<file path="src/ssbg_regs.vh">
`ifndef SSBG_REGS_VH
`define SSBG_REGS_VH

// Register addresses on the plain register port.
`define SSBG_ADDR_CONTROL 4'h0
`define SSBG_ADDR_BAUD 4'h1

// Control register fields.
`define SSBG_CTRL_ON_BIT 0

// Reset values.
`define SSBG_RELOAD_RESET 16'h0000
`define SSBG_ZERO16 16'h0000
`define SSBG_ONE16 16'h0001

// Clock and bit-rate ceiling, in kHz.
`define SSBG_CPU_KHZ 32'h0000_C350
`define SSBG_MAX_BAUD_KHZ 32'h0000_1F40

// Arithmetic constants for the rate floor.
`define SSBG_STEP_DIV 32'h0000_0002
`define SSBG_UNIT 32'h0000_0001

`endif

</file>
<file path="src/ssbg_baud_gen.v">
// The placing of the registers and strobed register access were left to the implementer.
`timescale 1ns/100ps
// Functional notes
// - Counter advances at half the CPU clock.
// - Counts down, runs only while enabled.
// - One 16-bit register: reload and count.
// - Enabled read returns live count.
// - Disabled: read reload, write stores reload.
// - Rate is clock over two times reload-plus-one; reloads below three run as three.
// - Bit rate kept at or below 8 Mbaud.
`include "ssbg_regs.vh"

module ssbg_baud_gen #(
	parameter AW = 4,
	parameter DW = 16,
	parameter CPU_KHZ = `SSBG_CPU_KHZ,
	parameter MAX_BAUD_KHZ = `SSBG_MAX_BAUD_KHZ
) (
	// Clock and reset.
	input wire clk,
	input wire reset_n,
	// Register port.
	input wire [AW-1:0] reg_addr,
	input wire [DW-1:0] reg_wdata,
	input wire reg_wr,
	input wire reg_rd,
	output reg [DW-1:0] reg_rdata,
	// Towards the shift logic.
	output wire channel_global_on,
	output reg baud_tick
);

	// The floor keeps the shift clock under the bit-rate ceiling at this clock.
	localparam integer RATE_DIV = `SSBG_STEP_DIV * MAX_BAUD_KHZ;
	localparam integer DIV_MIN = (CPU_KHZ + RATE_DIV - `SSBG_UNIT) / RATE_DIV;
	localparam integer RELOAD_MIN_I = DIV_MIN - `SSBG_UNIT;
	localparam [DW-1:0] RELOAD_MIN = RELOAD_MIN_I[DW-1:0];

	function hit;
		input [AW-1:0] addr;
		input [AW-1:0] target;
		begin
			hit = (addr == target);
		end
	endfunction

	wire run;
	wire [DW-1:0] reload_val;
	wire [DW-1:0] reload_eff;
	wire [DW-1:0] count_val;
	wire [DW-1:0] rdata_val;
	wire tick_val;
	wire ctrl_wr;
	wire baud_wr;
	wire ctrl_rd;
	wire baud_rd;

	assign ctrl_wr = reg_wr & hit(reg_addr, `SSBG_ADDR_CONTROL);
	assign baud_wr = reg_wr & hit(reg_addr, `SSBG_ADDR_BAUD);
	assign ctrl_rd = reg_rd & hit(reg_addr, `SSBG_ADDR_CONTROL);
	assign baud_rd = reg_rd & hit(reg_addr, `SSBG_ADDR_BAUD);

	// Reserved and too-fast reloads run at the floor rate, never faster.
	assign reload_eff = (reload_val < RELOAD_MIN) ? RELOAD_MIN : reload_val;
	assign channel_global_on = run;

	ssbg_ctl_regs #(
		.DW(DW)
	) i_ssbg_ctl_regs (
		.clk(clk),
		.reset_n(reset_n),
		.ctrl_wr(ctrl_wr),
		.baud_wr(baud_wr),
		.wdata(reg_wdata),
		.run(run),
		.reload(reload_val)
	);

	ssbg_down_count #(
		.DW(DW)
	) i_ssbg_down_count (
		.clk(clk),
		.reset_n(reset_n),
		.run(run),
		.reload(reload_eff),
		.count(count_val),
		.tick(tick_val)
	);

	ssbg_read_port #(
		.DW(DW)
	) i_ssbg_read_port (
		.clk(clk),
		.reset_n(reset_n),
		.ctrl_rd(ctrl_rd),
		.baud_rd(baud_rd),
		.run(run),
		.count(count_val),
		.reload(reload_val),
		.rdata(rdata_val)
	);

	always @* begin
		reg_rdata = rdata_val;
		baud_tick = tick_val;
	end

endmodule

module ssbg_ctl_regs #(
	parameter DW = 16
) (
	// Clock and reset.
	input wire clk,
	input wire reset_n,
	// Decoded writes.
	input wire ctrl_wr,
	input wire baud_wr,
	input wire [DW-1:0] wdata,
	// Stored state.
	output wire run,
	output wire [DW-1:0] reload
);

	reg on_q;
	reg on_d;
	reg [DW-1:0] reload_q;
	reg [DW-1:0] reload_d;

	assign run = on_q;
	assign reload = reload_q;

	always @* begin
		on_d = on_q;
		if (ctrl_wr) begin
			on_d = wdata[`SSBG_CTRL_ON_BIT];
		end
	end

	always @* begin
		reload_d = reload_q;
		// A write while running is dropped, so the ratio cannot change mid-frame.
		if (baud_wr && !on_q) begin
			reload_d = wdata;
		end
	end

	always @(posedge clk) begin
		if (!reset_n) begin
			on_q <= 1'h0;
		end else begin
			on_q <= on_d;
		end
	end

	always @(posedge clk) begin
		if (!reset_n) begin
			reload_q <= `SSBG_RELOAD_RESET;
		end else begin
			reload_q <= reload_d;
		end
	end

endmodule

module ssbg_down_count #(
	parameter DW = 16
) (
	// Clock and reset.
	input wire clk,
	input wire reset_n,
	// Control.
	input wire run,
	input wire [DW-1:0] reload,
	// Count and tick.
	output wire [DW-1:0] count,
	output wire tick
);

	localparam [DW-1:0] ZERO_W = {DW{1'h0}};
	localparam [DW-1:0] ONE_W = {{(DW-1){1'h0}}, 1'h1};

	reg half_q;
	reg half_d;
	reg [DW-1:0] count_q;
	reg [DW-1:0] count_d;
	reg tick_q;
	reg tick_d;
	wire step;
	wire at_zero;

	// Count steps only on every second CPU clock while the channel runs.
	assign step = run & half_q;
	assign at_zero = (count_q == ZERO_W);
	assign count = count_q;
	assign tick = tick_q;

	always @* begin
		half_d = 1'h0;
		if (run) begin
			half_d = ~half_q;
		end
	end

	// Stopped, the counter sits on the reload so a restart gives a full first period.
	always @* begin
		count_d = reload;
		if (run) begin
			count_d = count_q;
			if (step && at_zero) begin
				// Reload value N gives N+1 steps of two clocks per tick.
				count_d = reload;
			end else if (step) begin
				count_d = count_q - ONE_W;
			end
		end
	end

	always @* begin
		tick_d = 1'h0;
		if (step && at_zero) begin
			tick_d = 1'h1;
		end
	end

	always @(posedge clk) begin
		if (!reset_n) begin
			half_q <= 1'h0;
		end else begin
			half_q <= half_d;
		end
	end

	always @(posedge clk) begin
		if (!reset_n) begin
			count_q <= `SSBG_RELOAD_RESET;
		end else begin
			count_q <= count_d;
		end
	end

	always @(posedge clk) begin
		if (!reset_n) begin
			tick_q <= 1'h0;
		end else begin
			tick_q <= tick_d;
		end
	end

endmodule

module ssbg_read_port #(
	parameter DW = 16
) (
	// Clock and reset.
	input wire clk,
	input wire reset_n,
	// Decoded reads.
	input wire ctrl_rd,
	input wire baud_rd,
	// Sources.
	input wire run,
	input wire [DW-1:0] count,
	input wire [DW-1:0] reload,
	// Read data, one cycle after the strobe.
	output wire [DW-1:0] rdata
);

	localparam [DW-1:0] ZERO_W = {DW{1'h0}};

	reg [DW-1:0] ctrl_view;
	reg [DW-1:0] rdata_q;
	reg [DW-1:0] rdata_d;
	wire [DW-1:0] baud_view;

	assign rdata = rdata_q;

	// Dual-function view: live count while running, reload while stopped.
	genvar b;
	generate
		for (b = 0; b < DW; b = b + 1) begin : g_baud_view
			assign baud_view[b] = run ? count[b] : reload[b];
		end
	endgenerate

	always @* begin
		ctrl_view = ZERO_W;
		ctrl_view[`SSBG_CTRL_ON_BIT] = run;
	end

	always @* begin
		rdata_d = ZERO_W;
		if (ctrl_rd) begin
			rdata_d = ctrl_view;
		end else if (baud_rd) begin
			rdata_d = baud_view;
		end
	end

	// Read data stand for one cycle only, so a stale value is never mistaken.
	always @(posedge clk) begin
		if (!reset_n) begin
			rdata_q <= ZERO_W;
		end else begin
			rdata_q <= rdata_d;
		end
	end

endmodule

</file>
<file path="config.mk">
export PLATFORM = sky130hd
export DESIGN_NAME = ssbg_baud_gen
export DESIGN_NICKNAME = d
export VERILOG_FILES = /design/src/ssbg_baud_gen.v
export VERILOG_INCLUDE_DIRS = /design/src
export SDC_FILE = /design/constraint.sdc
export NUM_CORES = 1
export LEC_CHECK = 0
export BUFFER_PORTS_ARGS = -buffer_cell sky130_fd_sc_hd__buf_2
export CAP_MARGIN = 20
export CORE_ASPECT_RATIO = 1.1
export CORE_MARGIN = 4
export CORE_UTILIZATION = 56
export DETAILED_ROUTE_END_ITERATION = 16
export HOLD_SLACK_MARGIN = 0.02
export PLACE_DENSITY_LB_ADDON = 0.15
export SLEW_MARGIN = 5
export SYNTH_ARGS = -nofsm -noshare
export SYNTH_HDL_FRONTEND = slang
export SYNTH_HIERARCHICAL = 1
export SYNTH_SLANG_ARGS = --single-unit
</file>
<file path="constraint.sdc">
create_clock -name clk -period 3.13 [get_ports clk]
set_input_delay 0.626 -clock clk [delete_from_list [all_inputs] [get_ports clk]]
set_output_delay 0.626 -clock clk [all_outputs]
set_load 0.03 [all_outputs]
</file>
==> results.sh <==
export IMPL_synth_top_family_by_area="simple AND/OR/NAND/NOR gates"
export IMPL_multiInputGateArea_sq_um=1350
export IMPL_drcViolationCount=0
export IMPL_worstSetupStartpoint="i_ssbg_down_count/count[11]"
export IMPL_vdd_drop_max_v=0.000283
export IMPL_synthCells=289
export IMPL_wire_per_inst_um=15.6
export IMPL_rows=25
export IMPL_worst_path_max_fanout=17
export IMPL_reg2reg_from="i_ssbg_down_count/count[11]"
export IMPL_clkSinkCount=51
export IMPL_area_delta_synth_final_pct=8.14
export IMPL_cp_required_ps=3320
export IMPL_fp_dieH_um=79.2
export IMPL_yosysSeqAreaShare_pct=39.5
export IMPL_synth_edf_count=0
export IMPL_core_area_sq_um=4380
export IMPL_dp_cells=359
export IMPL_p_int_uw=866
export IMPL_register_area_sq_um=1020
export IMPL_routed_via_density=5.71
export IMPL_synthXorXnorAreaFrac_pct=0.339
export IMPL_power_leakage_nw=1.16
export IMPL_worst_pin_slew_ps=629
export IMPL_layout_nets=338
export IMPL_ys_top_cells_by_area="dfxtp_1, mux2i_1, nand2_1"
export IMPL_setup_viol=0
export IMPL_whs_ps=486
export IMPL_synth_top_cell_by_area="dfxtp_1"
export IMPL_syn_area_sq_um=2580
export IMPL_status="finished clean"
export IMPL_gp_congestion=0.871
export IMPL_slew_headroom_pct=57.9
export IMPL_grt_ovfl_total=0
export IMPL_synthSimpleGateAreaFrac_pct=21.8
export IMPL_top_usage_layer="met2"
export IMPL_slew_viol_final=0
export IMPL_ys_top_cells_by_count="dfxtp_1, mux2i_1, nand2_1, nor2_1, clkbuf_1"
export IMPL_synth_distinct_cells=46
export IMPL_min_from="i_ssbg_ctl_regs/reload[1]"
export IMPL_met2_usage_pct=31.6
export IMPL_min_period_ps=2630
export IMPL_power_density_nw_per_um2=417
export IMPL_use_met3_pct=4.30
export IMPL_synth_ff_type="dfxtp_1"
export IMPL_fmax_mhz=381
export IMPL_fillCellCount=401
export IMPL_synthAdderAreaFrac_pct=0.969
export IMPL_grt_pass1_vias=1810
export IMPL_final_layout_size_suffix_gt1_share_pct=21.1
export IMPL_synth_top_area_share_pct=39.5
export IMPL_endpoint_kind="flop"
export IMPL_async_reset_ff_share_pct=0
export IMPL_antennaDiodeCount=0
export IMPL_cts_path_max_buffers=2
export IMPL_numCtsBuffers=5
export IMPL_postCtsSetupBuffers=0
export IMPL_ys_seq_elements=51
export IMPL_dieWidth_um=72.8
export IMPL_dr_pass1_iters=4
export IMPL_use_met1_pct=27.6
export IMPL_grt_max_degree=39
export IMPL_clkTransAtPathRegs_ps=90
export IMPL_antenna_left=0
export IMPL_max_cap_violations=0
export IMPL_place_port_buffers=41
export IMPL_p_clk_share_pct=31.6
export IMPL_die_area_sq_um=5760
export IMPL_vias=2095
export IMPL_cts_resized=0
export IMPL_start_kind="flop"
export IMPL_cts_tree="yes"
export IMPL_finalCritPeriodShare_pct=83.9
export IMPL_htree_levels=2
export IMPL_finClkSkew_ps=10.7
export IMPL_insertion_delay_ps=310
export IMPL_switching_share_pct=25.7
export IMPL_syn_area_per_cell_sq_um=8.94
export IMPL_antenna_found_initial=0
export IMPL_io_pins=42
export IMPL_power_switching_uw=299
export IMPL_synth_compound_area_share_pct=12.3
export IMPL_rsz0062_at_grt="false"
export IMPL_cts_root_buf="clkbuf_8"
export IMPL_p_total_mw=1.17
export IMPL_critPathKind="reg -> reg"
export IMPL_combPwrFrac_pct=11.0
export IMPL_start_util_pct=59.0
export IMPL_finalWirelength_mm=5.72
export IMPL_yosysWarnings=6
export IMPL_power_frac_seq_pct=57.4
export IMPL_worstPathArrival_ps=2820
export IMPL_syn_num_nets=315
export IMPL_grt_pass1_wl_mm=9.05
export IMPL_yosysMostFrequentCell="dfxtp_1"
export IMPL_instances_no_fill=367
export IMPL_hp_class="reg -> reg"
export IMPL_synth_mux_area_share_pct=16.7
export IMPL_holdBufCountCts=0
export IMPL_tns_ps=0
export IMPL_drt_iter0_markers=177
export IMPL_dp_hpwl_mm=4.12
export IMPL_finalHoldViolCount=0
export IMPL_grt_usage_pct=20.2
path summary, 6_finish.rpt:
check	to	slack (ps)	cells after the start
setup / recovery	i_ssbg_down_count/count[10]	500	5
hold / removal	i_ssbg_ctl_regs/reload[1]	490	2
setup reg to reg	i_ssbg_down_count/count[10]	500	5
hold reg to reg	i_ssbg_ctl_regs/reload[1]	490	2
critical path: stages, from the launching register on:
cell	delay, ps
dfxtp_1	360
or4_1	660
or4_4	570
o21ai_4	550
mux2i_1	270
o22ai_1	90
stage by stage:
stage	setup WS [ps]	utilization [%]	cell area, sq um
floorplan	674	-	2580
global placement	570	61.8	2710
detailed placement	532	61.8	2710
CTS	522	63.8	2790
global route	384	63.8	2790
finish	504	63.8	2790
final cells by class:
type	instances	share of cell area [%]
clock buffer	6	2.60
clock inverter	2	0.448
inverter	8	1.08
multi-input combinational	200	48.2
sequential	51	36.6
tap	54	2.42
timing repair buffer	46	8.69
state kept, by name, summed over array words and instances, names as in the netlist:
register                  cells
i_ssbg_down_count/tick        1
i_ssbg_down_count/count      16
i_ssbg_read_port/rdata       16
i_ssbg_down_count/half_q      1
i_ssbg_ctl_regs/run           1
i_ssbg_ctl_regs/reload       16
routing by layer:
metal / vias to the layer above / wire length (um)
met5: - / 0
met4: 0 / 119
met3: 11 / 379
met2: 75 / 2600
met1: 954 / 2620
li1: 1055 / -
power by group through the flow:
| stage | Combinational, mW | Clock, mW | Sequential (mW) |
|---|---|---|---|
| floorplan | 0.0920 | 0 | 0.680 |
| finish | 0.128 | 0.368 | 0.669 |
| global route | 0.141 | 0.411 | 0.671 |
| detailed placement | 0.125 | 0 | 0.684 |
| global placement | 0.124 | 0 | 0.684 |
| CTS | 0.126 | 0.383 | 0.669 |
cells by family (layout without fill, tap and decap cells):
group,after synthesis,after routing
AND/OR/NAND/NOR,113,113
XOR/XNOR,1,1
flip-flops,51,51
AO/OA/AOI/OAI,41,41
adder cells (fa/ha/maj),2,2
multiplexers,43,43
buffers and inverters,38,62
layout by cell type, fill, tap and decap left out, types with 5 or more instances in the layout:
| master | n |
|---|---|
| nand3_1 | 8 |
| nor3_1 | 12 |
| buf_4 | 5 |
| mux2i_1 | 43 |
| nand2_1 | 41 |
| buf_2 | 41 |
| o21ai_1 | 9 |
| clkbuf_8 | 5 |
| dfxtp_1 | 51 |
| o2bb2ai_1 | 6 |
| inv_1 | 8 |
| nor2_1 | 26 |
Note: power is estimated with default switching activity, not from simulation.
